$ cat src/skc_regs.svh
// Purpose: Register offsets, reset values and timing counts
// Assumes: 32-bit AHB-Lite data, one register per aligned word
// Notes: Definitions only
`ifndef SKC_REGS_SVH
`define SKC_REGS_SVH
// ----------------------------------------
// Register byte offsets
// ----------------------------------------
`define SKC_OFF_CFG 8'h00
`define SKC_OFF_CAP 8'h04
`define SKC_OFF_ZRANGE 8'h08
`define SKC_OFF_DIV 8'h0c
`define SKC_OFF_CMD 8'h10
`define SKC_OFF_STATUS 8'h14
`define SKC_OFF_DISP 8'h18
`define SKC_OFF_TARE 8'h1c
`define SKC_OFF_CALZ 8'h20
`define SKC_OFF_CALS 8'h24
// ----------------------------------------
// Reset values and commands
// ----------------------------------------
`define SKC_CFG_RST 32'h0000_0003
`define SKC_CAP_RST 24'h00_2710
`define SKC_ZRANGE_RST 24'h00_0064
`define SKC_DIV_RST 24'h00_0001
`define SKC_CMD_SPAN 3'h1
`define SKC_CMD_VIEW 3'h2
`define SKC_CMD_KEYZ 3'h3
`define SKC_CMD_KEYS 3'h4
`define SKC_ERR_CAP 3'h0
`define SKC_ERR_LOW 3'h1
`define SKC_ERR_RES 3'h2
`define SKC_ERR_ZSPAN 3'h5
// ----------------------------------------
// Timing, 125 MHz clock
// ----------------------------------------
`define SKC_CLK_KHZ 125000
`define SKC_MSG_MS 1000
`define SKC_HOLD_MS 5000
`define SKC_PCT 7'h64
`define SKC_QDIV 26'h4
`define SKC_DIGITS 6
`endif

$ cat src/skc_pkg.sv
// Purpose: Types shared by the key and calibration control
// Assumes: Constants live in skc_regs.svh
// Notes: All state types are packed
package skc_pkg;
  typedef enum logic [1:0] {UNIT_LB, UNIT_KG, UNIT_PCS} skc_unit_e;
  typedef enum logic [3:0] {CAL_IDLE, SPAN_MSG, SPAN_ENT, SPAN_DONE, SPAN_ERR, VIEW_Z, VIEW_S,
    KZ_MSG, KZ_ENT, KZ_DONE, KS_MSG, KS_ENT, KS_DONE, KS_ERR} skc_cal_e;
  typedef enum logic [3:0] {DSP_OFF, DSP_WEIGHT, DSP_OVER, DSP_SPAN_PROMPT, DSP_ENTRY, DSP_SPAN_DONE,
    DSP_ERR, DSP_CAL0, DSP_CAL1, DSP_ZERO_SAVED, DSP_SPAN_SAVED} skc_disp_e;
  typedef struct packed {
    logic [24:0] rsvd;
    logic [2:0] dp;
    logic battery;
    logic [2:0] unit_en;
  } skc_cfg_s;
  typedef struct packed {
    logic coz;
    logic net;
    logic gross;
    logic tare;
    logic lb;
    logic kg;
    logic pieces_indicator;
    logic stable;
  } skc_annun_s;
  typedef struct packed {
    logic [7:0] rsvd;
    skc_annun_s annun;
    skc_disp_e disp;
    logic [2:0] err;
    skc_cal_e cal;
    logic power;
    logic tare_held;
    logic net;
    skc_unit_e unit;
  } skc_status_s;
  typedef struct packed {
    logic [3:0] units;
    logic [3:0] zero;
    logic [3:0] net_gross;
    logic [3:0] tare;
    logic [3:0] print;
  } skc_key_s;
endpackage : skc_pkg

$ cat src/skc_entry.sv
// Purpose: Decimal entry with one flashing digit
// Assumes: Strobes are one-cycle pulses on hclk
// Notes: Digits wrap 9 to 0; position wraps across the digits
`timescale 1ns/100ps
`include "skc_regs.svh"
module skc_entry (
  input wire logic hclk,
  input wire logic hresetn,
  input wire logic clr,
  input wire logic inc,
  input wire logic dec,
  input wire logic left,
  input wire logic right,
  output logic [2:0] pos,
  output logic [23:0] value
);
  typedef struct packed {
    logic [`SKC_DIGITS-1:0][3:0] dig;
    logic [2:0] pos;
    logic [23:0] val;
  } skc_entry_s;
  skc_entry_s q, d;
  always_comb begin
    d = q;
    if (clr) begin
      d = '0;
    end else if (inc) begin
      d.dig[q.pos] = (q.dig[q.pos] == 4'h9) ? 4'h0 : q.dig[q.pos] + 4'h1;
    end else if (dec) begin
      d.dig[q.pos] = (q.dig[q.pos] == 4'h0) ? 4'h9 : q.dig[q.pos] - 4'h1;
    end else if (left) begin
      d.pos = (q.pos == 3'(`SKC_DIGITS - 1)) ? 3'h0 : q.pos + 3'h1;
    end else if (right) begin
      d.pos = (q.pos == 3'h0) ? 3'(`SKC_DIGITS - 1) : q.pos - 3'h1;
    end
    d.val = '0;
    for (int i = `SKC_DIGITS - 1; i >= 0; i--) begin
      d.val = 24'(d.val * 24'ha) + 24'(d.dig[i]);
    end
  end
  always_ff @(posedge hclk or negedge hresetn) begin
    if (!hresetn) begin
      q <= '0;
    end else begin
      q <= d;
    end
  end
  assign pos = q.pos;
  assign value = q.val;
endmodule : skc_entry

$ cat src/skc_sync.sv
// Purpose: Three-flop key synchroniser with agreement filter
// Assumes: Keys are asynchronous, active-low pins
// Notes: Level changes only when flops two and three agree
`timescale 1ns/100ps
module skc_sync #(
  parameter int W = 5
) (
  input wire logic hclk,
  input wire logic hresetn,
  input wire logic [W-1:0] pin_n,
  output logic [W-1:0] level,
  output logic [W-1:0] press
);
  typedef struct packed {
    logic [W-1:0] s1;
    logic [W-1:0] s2;
    logic [W-1:0] s3;
    logic [W-1:0] lvl;
    logic [W-1:0] prs;
  } skc_sync_s;
  skc_sync_s q, d;
  always_comb begin
    d = q;
    d.s1 = ~pin_n;
    d.s2 = q.s1;
    d.s3 = q.s2;
    for (int i = 0; i < W; i++) begin
      if (q.s2[i] == q.s3[i]) begin
        d.lvl[i] = q.s3[i];
      end
    end
    d.prs = d.lvl & ~q.lvl;
  end
  always_ff @(posedge hclk or negedge hresetn) begin
    if (!hresetn) begin
      q <= '0;
    end else begin
      q <= d;
    end
  end
  assign level = q.lvl;
  assign press = q.prs;
endmodule : skc_sync

$ cat src/skc_top.sv
// Purpose: Keypad interpreter and calibration procedures of a weighing indicator
// Assumes: raw_count and motion come from the measurement path on hclk
// Notes: Registers reached over AHB-Lite, zero wait states
// ----------------------------------------
// ----------------------------------------
`timescale 1ns/100ps
`include "skc_regs.svh"
module skc_top #(
  parameter int unsigned MSG_CYC = `SKC_MSG_MS * `SKC_CLK_KHZ,
  parameter int unsigned HOLD_CYC = `SKC_HOLD_MS * `SKC_CLK_KHZ
) (
  input wire logic hclk,
  input wire logic hresetn,
  input wire logic hsel,
  input wire logic [31:0] haddr,
  input wire logic [1:0] htrans,
  input wire logic hwrite,
  input wire logic [2:0] hsize,
  input wire logic [31:0] hwdata,
  input wire logic hready,
  output logic [31:0] hrdata,
  output logic hreadyout,
  output logic hresp,
  input wire logic [4:0] key_n,
  input wire logic signed [23:0] raw_count,
  input wire logic motion,
  output skc_pkg::skc_annun_s annun,
  output skc_pkg::skc_disp_e disp_code,
  output logic signed [23:0] disp_value,
  output logic [2:0] disp_err,
  output logic [2:0] disp_dp,
  output logic [2:0] flash_pos,
  output logic power_on,
  output logic print_stb,
  output logic signed [23:0] print_data
);
  import skc_pkg::*;
  typedef struct packed {
    skc_cfg_s cfg;
    logic [23:0] cap;
    logic [23:0] zrange;
    logic [23:0] div;
    logic wr_pend;
    logic [7:0] wr_addr;
    logic [31:0] rdata;
    skc_cal_e cal;
    skc_unit_e unit;
    logic power;
    logic net;
    logic tare_held;
    logic signed [23:0] tare;
    logic signed [23:0] zoff;
    logic [23:0] cal_zero;
    logic [23:0] cal_span;
    logic [31:0] tmr;
    logic [31:0] hold;
    logic hold_done;
    logic [2:0] err;
    skc_disp_e disp;
    logic signed [23:0] dval;
    skc_annun_s an;
    logic prt;
    logic signed [23:0] pdata;
  } skc_top_s;
  skc_top_s q, d;
  logic [4:0] lvl, pr;
  logic [23:0] ent_val;
  logic signed [23:0] gross, shown, delta;
  logic ent_clr, entering, ovl, zero_act, any_key;
  // ----------------------------------------
  // Keys and numeric entry
  // ----------------------------------------
  skc_sync #(.W(5)) u_sync (
    .hclk(hclk),
    .hresetn(hresetn),
    .pin_n(key_n),
    .level(lvl),
    .press(pr)
  );
  assign entering = (q.cal == SPAN_ENT) || (q.cal == KZ_ENT) || (q.cal == KS_ENT);
  skc_entry u_entry (
    .hclk(hclk),
    .hresetn(hresetn),
    .clr(ent_clr),
    .inc(entering & pr[0]),
    .dec(entering & pr[1]),
    .left(entering & pr[4]),
    .right(entering & pr[3]),
    .pos(flash_pos),
    .value(ent_val)
  );
  assign any_key = |pr;
  assign gross = raw_count - q.zoff;
  assign delta = raw_count - $signed(q.cal_zero);
  assign shown = q.net ? gross - q.tare : gross;
  assign ovl = gross > $signed(q.cap);
  function automatic skc_unit_e next_unit(input skc_unit_e u, input logic [2:0] en);
    logic [1:0] c;
    next_unit = u;
    c = u;
    for (int i = 0; i < 3; i++) begin
      c = (c == 2'h2) ? 2'h0 : c + 2'h1;
      if (en[c] && next_unit == u) begin
        next_unit = skc_unit_e'(c);
      end
    end
  endfunction : next_unit
  // ----------------------------------------
  // Next-state logic
  // ----------------------------------------
  always_comb begin
    d = q;
    d.prt = 1'b0;
    ent_clr = 1'b0;
    zero_act = 1'b0;
    // Bus: address phase captured, write completes in data phase
    if (q.wr_pend) begin
      unique case (q.wr_addr)
        `SKC_OFF_CFG: d.cfg = skc_cfg_s'(hwdata);
        `SKC_OFF_CAP: d.cap = hwdata[23:0];
        `SKC_OFF_ZRANGE: d.zrange = hwdata[23:0];
        `SKC_OFF_DIV: d.div = hwdata[23:0];
        `SKC_OFF_CMD: begin
          if (q.cal == CAL_IDLE && q.power) begin
            unique case (hwdata[2:0])
              `SKC_CMD_SPAN: d.cal = SPAN_MSG;
              `SKC_CMD_VIEW: d.cal = VIEW_Z;
              `SKC_CMD_KEYZ: d.cal = KZ_MSG;
              `SKC_CMD_KEYS: d.cal = KS_MSG;
              default: d.cal = q.cal;
            endcase
            d.tmr = '0;
            ent_clr = 1'b1;
          end
        end
        default: d.cfg = q.cfg;
      endcase
    end
    d.wr_pend = hsel && htrans[1] && hready && hwrite;
    d.wr_addr = haddr[7:0];
    if (hsel && htrans[1] && hready && !hwrite) begin
      unique case (haddr[7:0])
        `SKC_OFF_CFG: d.rdata = q.cfg;
        `SKC_OFF_CAP: d.rdata = {8'h00, q.cap};
        `SKC_OFF_ZRANGE: d.rdata = {8'h00, q.zrange};
        `SKC_OFF_DIV: d.rdata = {8'h00, q.div};
        `SKC_OFF_STATUS: d.rdata = {8'h00, q.an, q.disp, q.err, q.cal, q.power, q.tare_held, q.net, q.unit};
        `SKC_OFF_DISP: d.rdata = {{8{q.dval[23]}}, q.dval};
        `SKC_OFF_TARE: d.rdata = {{8{q.tare[23]}}, q.tare};
        `SKC_OFF_CALZ: d.rdata = {8'h00, q.cal_zero};
        `SKC_OFF_CALS: d.rdata = {8'h00, q.cal_span};
        default: d.rdata = 32'h0000_0000;
      endcase
    end
    // Calibration procedures
    d.tmr = (d.tmr == q.tmr) ? q.tmr + 32'h1 : d.tmr;
    unique case (q.cal)
      CAL_IDLE: d.tmr = '0;
      SPAN_MSG: d.cal = (q.tmr >= MSG_CYC) ? SPAN_ENT : q.cal;
      SPAN_ENT: begin
        if (pr[2]) begin
          d.tmr = '0;
          if (ent_val > q.cap) begin
            d.cal = SPAN_ERR;
            d.err = `SKC_ERR_CAP;
          end else if (27'(ent_val) * 27'(`SKC_PCT) < 27'(q.cap)) begin
            d.cal = SPAN_ERR;
            d.err = `SKC_ERR_LOW;
          end else if (delta < $signed(ent_val)) begin
            d.cal = SPAN_ERR;
            d.err = `SKC_ERR_RES;
          end else begin
            d.cal = SPAN_DONE;
            d.cal_span = delta;
          end
        end
      end
      VIEW_Z: d.cal = any_key ? VIEW_S : q.cal;
      VIEW_S: d.cal = any_key ? CAL_IDLE : q.cal;
      KZ_MSG: d.cal = (q.tmr >= MSG_CYC) ? KZ_ENT : q.cal;
      KZ_ENT: begin
        if (pr[2]) begin
          d.cal = KZ_DONE;
          d.cal_zero = ent_val;
          d.tmr = '0;
        end
      end
      KS_MSG: d.cal = (q.tmr >= MSG_CYC) ? KS_ENT : q.cal;
      KS_ENT: begin
        if (pr[2]) begin
          d.tmr = '0;
          if (ent_val == '0) begin
            d.cal = KS_ERR;
            d.err = `SKC_ERR_ZSPAN;
          end else begin
            d.cal = KS_DONE;
            d.cal_span = ent_val;
          end
        end
      end
      KS_ERR: begin
        if (q.tmr >= MSG_CYC) begin
          d.cal = KS_ENT;
          ent_clr = 1'b1;
        end
      end
      SPAN_DONE, SPAN_ERR, KZ_DONE, KS_DONE: d.cal = (q.tmr >= MSG_CYC) ? CAL_IDLE : q.cal;
      default: d.cal = CAL_IDLE;
    endcase
    // Weighing keys
    if (q.cal == CAL_IDLE) begin
      if (!q.power) begin
        if (pr[4] && q.cfg.battery) begin
          d.power = 1'b1;
        end
      end else begin
        if (pr[0]) begin
          d.unit = next_unit(q.unit, q.cfg.unit_en);
        end
        if (q.cfg.battery) begin
          if (lvl[1]) begin
            d.hold = q.hold + 32'h1;
            if (q.hold + 32'h1 >= HOLD_CYC && !q.hold_done) begin
              d.power = 1'b0;
              d.hold_done = 1'b1;
            end
          end else begin
            zero_act = (q.hold != '0) && !q.hold_done;
            d.hold = '0;
            d.hold_done = 1'b0;
          end
        end else begin
          zero_act = pr[1];
        end
        if (zero_act && !q.net && !motion && !ovl && (gross <= $signed(q.zrange)) &&
            (gross >= -$signed(q.zrange))) begin
          d.zoff = raw_count;
        end
        if (pr[2] && q.tare_held) begin
          d.net = !q.net;
        end
        if (pr[3] && gross > 0 && !motion && !ovl) begin
          d.tare = gross;
          d.tare_held = 1'b1;
          d.net = 1'b1;
        end
        if (pr[4] && !motion && !ovl) begin
          d.prt = 1'b1;
          d.pdata = shown;
        end
      end
    end
    if (!q.cfg.battery) begin
      d.power = 1'b1;
    end
    // Display and annunciators
    d.dval = '0;
    unique case (q.cal)
      CAL_IDLE: d.disp = !q.power ? DSP_OFF : (ovl ? DSP_OVER : DSP_WEIGHT);
      SPAN_MSG: d.disp = DSP_SPAN_PROMPT;
      KZ_MSG, VIEW_Z: d.disp = DSP_CAL0;
      KS_MSG, VIEW_S: d.disp = DSP_CAL1;
      SPAN_ENT, KZ_ENT, KS_ENT: d.disp = DSP_ENTRY;
      SPAN_DONE: d.disp = DSP_SPAN_DONE;
      KZ_DONE: d.disp = DSP_ZERO_SAVED;
      KS_DONE: d.disp = DSP_SPAN_SAVED;
      default: d.disp = DSP_ERR;
    endcase
    if (d.disp == DSP_WEIGHT) begin
      d.dval = shown;
    end else if (d.disp == DSP_ENTRY) begin
      d.dval = ent_val;
    end else if (q.cal == VIEW_Z) begin
      d.dval = q.cal_zero;
    end else if (q.cal == VIEW_S) begin
      d.dval = q.cal_span;
    end
    d.an = '0;
    if (q.power && q.cal == CAL_IDLE) begin
      d.an.coz = 26'($signed(shown < 0 ? -shown : shown)) * `SKC_QDIV <= 26'(q.div);
      d.an.net = q.net;
      d.an.gross = !q.net;
      d.an.tare = q.tare_held;
      d.an.stable = !motion;
      d.an.lb = (q.unit == UNIT_LB);
      d.an.kg = (q.unit == UNIT_KG);
      d.an.pieces_indicator = (q.unit == UNIT_PCS);
    end
  end
  always_ff @(posedge hclk or negedge hresetn) begin
    if (!hresetn) begin
      q <= '0;
      q.cfg <= skc_cfg_s'(`SKC_CFG_RST);
      q.cap <= `SKC_CAP_RST;
      q.zrange <= `SKC_ZRANGE_RST;
      q.div <= `SKC_DIV_RST;
    end else begin
      q <= d;
    end
  end
  assign hrdata = q.rdata;
  assign hreadyout = 1'b1;
  assign hresp = 1'b0;
  assign annun = q.an;
  assign disp_code = q.disp;
  assign disp_value = q.dval;
  assign disp_err = q.err;
  assign disp_dp = q.cfg.dp;
  assign power_on = q.power;
  assign print_stb = q.prt;
  assign print_data = q.pdata;
endmodule : skc_top
$ cat config.mk
export PLATFORM = sky130hd
export DESIGN_NAME = skc_top
export DESIGN_NICKNAME = d
export VERILOG_FILES = /design/src/skc_pkg.sv /design/src/skc_entry.sv /design/src/skc_sync.sv /design/src/skc_top.sv
export VERILOG_INCLUDE_DIRS = /design/src /design/src/src
export SDC_FILE = /design/constraint.sdc
export NUM_CORES = 2
export LEC_CHECK = 0
export BUFFER_PORTS_ARGS = -buffer_cell sky130_fd_sc_hd__buf_2
export CORE_ASPECT_RATIO = 0.9
export CORE_MARGIN = 5
export CORE_UTILIZATION = 45
export DETAILED_ROUTE_END_ITERATION = 8
export PLACE_DENSITY = 0.6
export RECOVER_POWER = 50
export SYNTH_ARGS = -nofsm -noshare
export SYNTH_HDL_FRONTEND = slang
export SYNTH_HIERARCHICAL = 1
export SYNTH_SLANG_ARGS = --single-unit
$ cat constraint.sdc
create_clock -name hclk -period 17.6 [get_ports hclk]
set_input_delay 0 -clock hclk [delete_from_list [all_inputs] [get_ports hclk]]
set_output_delay 0 -clock hclk [all_outputs]
set_load 0.01 [all_outputs]
==> impl_results.md <==
* Avg Inst Size Synth at around 8.8 µm²
* Row cnt at 101
* Hold Crit Depth at 2
* Placed instance count at 5430
* Startpoint types: flip-flop
* Tmin final at 14840 ps
* Failing checks: design-rule violations, max-capacitance violations, max-slew violations
* Worst Min Path Start: haddr[7]
* Worst path required time at ~18000 ps
* Reg2Reg Depth at between 50 and 60
* Detailed-route via count at 33.0k
* WL per Instance at 22.6 µm
* Worst Tran Pin Value at 8120 ps
* Peak Freq at 67.4 MHz
* DR iter-0 viols at 3114
* Maximum buffer depth of the clock tree at 3
* Slew Limit Headroom at -4.41
* First-pass GRT wire length at 192 mm
* DRC Markers at 1
* CP max stage delay at 790 ps
* I/O pins at 209
* Area Growth Syn to Fin at 10.0%
* Worst hold endpoint: q[273]
* Setup TNS at 0 ps
* Synth warn at 6
* # Max-Cap Violations at 13
* Die Wd at approximately 320 µm
* Worst-Skew Late Latency at 650 ps
* Grt ovf at 0
* Starting Density at 0.455
* Final HPWL DP at 98.3 mm
* Crit Reg-Reg Endpoint: u_entry/value[23]
* CORE AREA at 84500 µm²
* RSZ-0062 raised after global routing: false
* Outcome: complete, but fails checks
* Worst-path maximum fanout at 21
* Hold crit path type: primary input to flip-flop
* Final Max Slew Viols at 738
* Final worst clock skew at about 44 ps
* Final hold vios at 0
* CTS tree: done
* Layout cells sized above 1 at 0.0916
* Initial antenna violation count at 11
* 1st-pass router iterations at 9
* Clk slew on worst S/H paths at ~60 ps
* Slowest cell on crit path: dfrtp_1
* Final GP Congestion at 1.01
* Resize count post-CTS at 0
* Endpoints failing setup at 0
* Post-route ant nets at 0
* Nets at 5009
* Die area at 91400 µm²
* Largest net degree at the start of global routing at 154
* Vias in the first global route at just over 30k
* IO buf count at 178
* Most used cell, CP: ha_1
* H-tree depth at 2
* Cells after synthesis at around 4.3k
* Reg-to-reg slack, setup at roughly 2800 ps
* Cts hold-fix bufs at 75
* Mapped Area at 38400 µm²
* CTS Sinks at 454
* CP arrival at 15370 ps
* Chip Height at 287 µm
* Setup Fix Bufs, Post-CTS at 0
* Root Buffer: clkbuf_16
* Drt total wl at approximately 130 mm
* Type of the worst setup path: flip-flop to flip-flop
* Critical Path End Type: flip-flop
* R2r startpoint: q[233]
* Number of buffers created by CTS at 56
* Overall routing resource usage at 0.268
* Final cell count without fillers at 5613
* DR vias/cell at 5.88
* Crit share post-route at 0.843
sequential cells by signal (all words and copies together) (netlist names), 4 cells and up:
signal,count
u_sync/d,10
disp_code,4
u_entry/q,23
u_sync/q,5
u_sync/press,5
hrdata,32
q,279
annun,8
u_sync/level,5
disp_value,24
u_entry/value,24
print_data,24
per-stage QoR:
step / hold WS, ps / area [µm²] / util / setup slack, ps
finish: 55.3 / 42300 / 0.500 / 2760
global route: 54.4 / 42300 / 0.500 / 1030
CTS: 7.72 / 42500 / 0.503 / 2720
detailed placement: 131 / 39700 / 0.470 / 2800
global placement: 123 / 39700 / 0.470 / 3000
floorplan: -296 / 38400 / - / 4230
worst max-delay path: cells and delay by family, from the launching register on:
kind,cells,cell delay (ps)
buffers and inverters,2,130
XOR/XNOR,9,1980
AO/OA/AOI/OAI,13,3070
flip-flops,1,790
AND/OR/NAND/NOR,22,5200
adder cells (fa/ha/maj),11,3510
cell usage in the layout (no fill, tap or decap), types with 40 or more instances in the layout:
master / count
a211oi_1: 48
a21o_1: 138
a21oi_1: 218
buf_2: 67
buf_4: 54
clkbuf_1: 130
clkbuf_16: 57
dfrtp_1: 443
dlygate4sd3_1: 75
ha_1: 443
inv_1: 365
mux2_2: 119
mux2i_1: 71
nand2_1: 371
nand2b_1: 45
nand3_1: 78
nand4_1: 64
nor2_1: 245
nor2b_1: 45
nor3_1: 67
o21ai_0: 315
or3_1: 40
xnor2_1: 167
xor2_1: 91
layout make-up:
class | count | area (µm²)
antenna | 4 | 10.0
clock buffer | 75 | 1600
clock inverter | 29 | 410
fill | 8188 | 42300
inverter | 367 | 1380
multi-input combinational | 3232 | 24100
sequential | 454 | 11400
tap | 1133 | 1420
timing repair buffer | 319 | 1950
how the worst max path moves through the flow:
stage / from / endpoint / slack (ps) / cells past startpoint
after floorplan: q[232] / u_entry/value[23] / 4230 / 61
after global placement: q[232] / u_entry/value[23] / 3000 / 57
after detailed placement: q[232] / u_entry/value[23] / 2800 / 57
after CTS: q[232] / u_entry/value[23] / 2720 / 57
after global routing: hresetn / u_entry/value[11] / 1030 / 4
final: q[233] / u_entry/value[23] / 2760 / 57
layer usage:
layer	GRT usage	share of wire	up-vias
met5	0	0.00065	-
met4	0.125	0.056	12
met3	0.0445	0.073	249
met2	0.409	0.43	1222
met1	0.372	0.44	15900
li1	-	-	15700
Power is left out: the tool's default activity adds up to more than one toggle a clock period on the data nets, which glitch-free logic cannot reach.
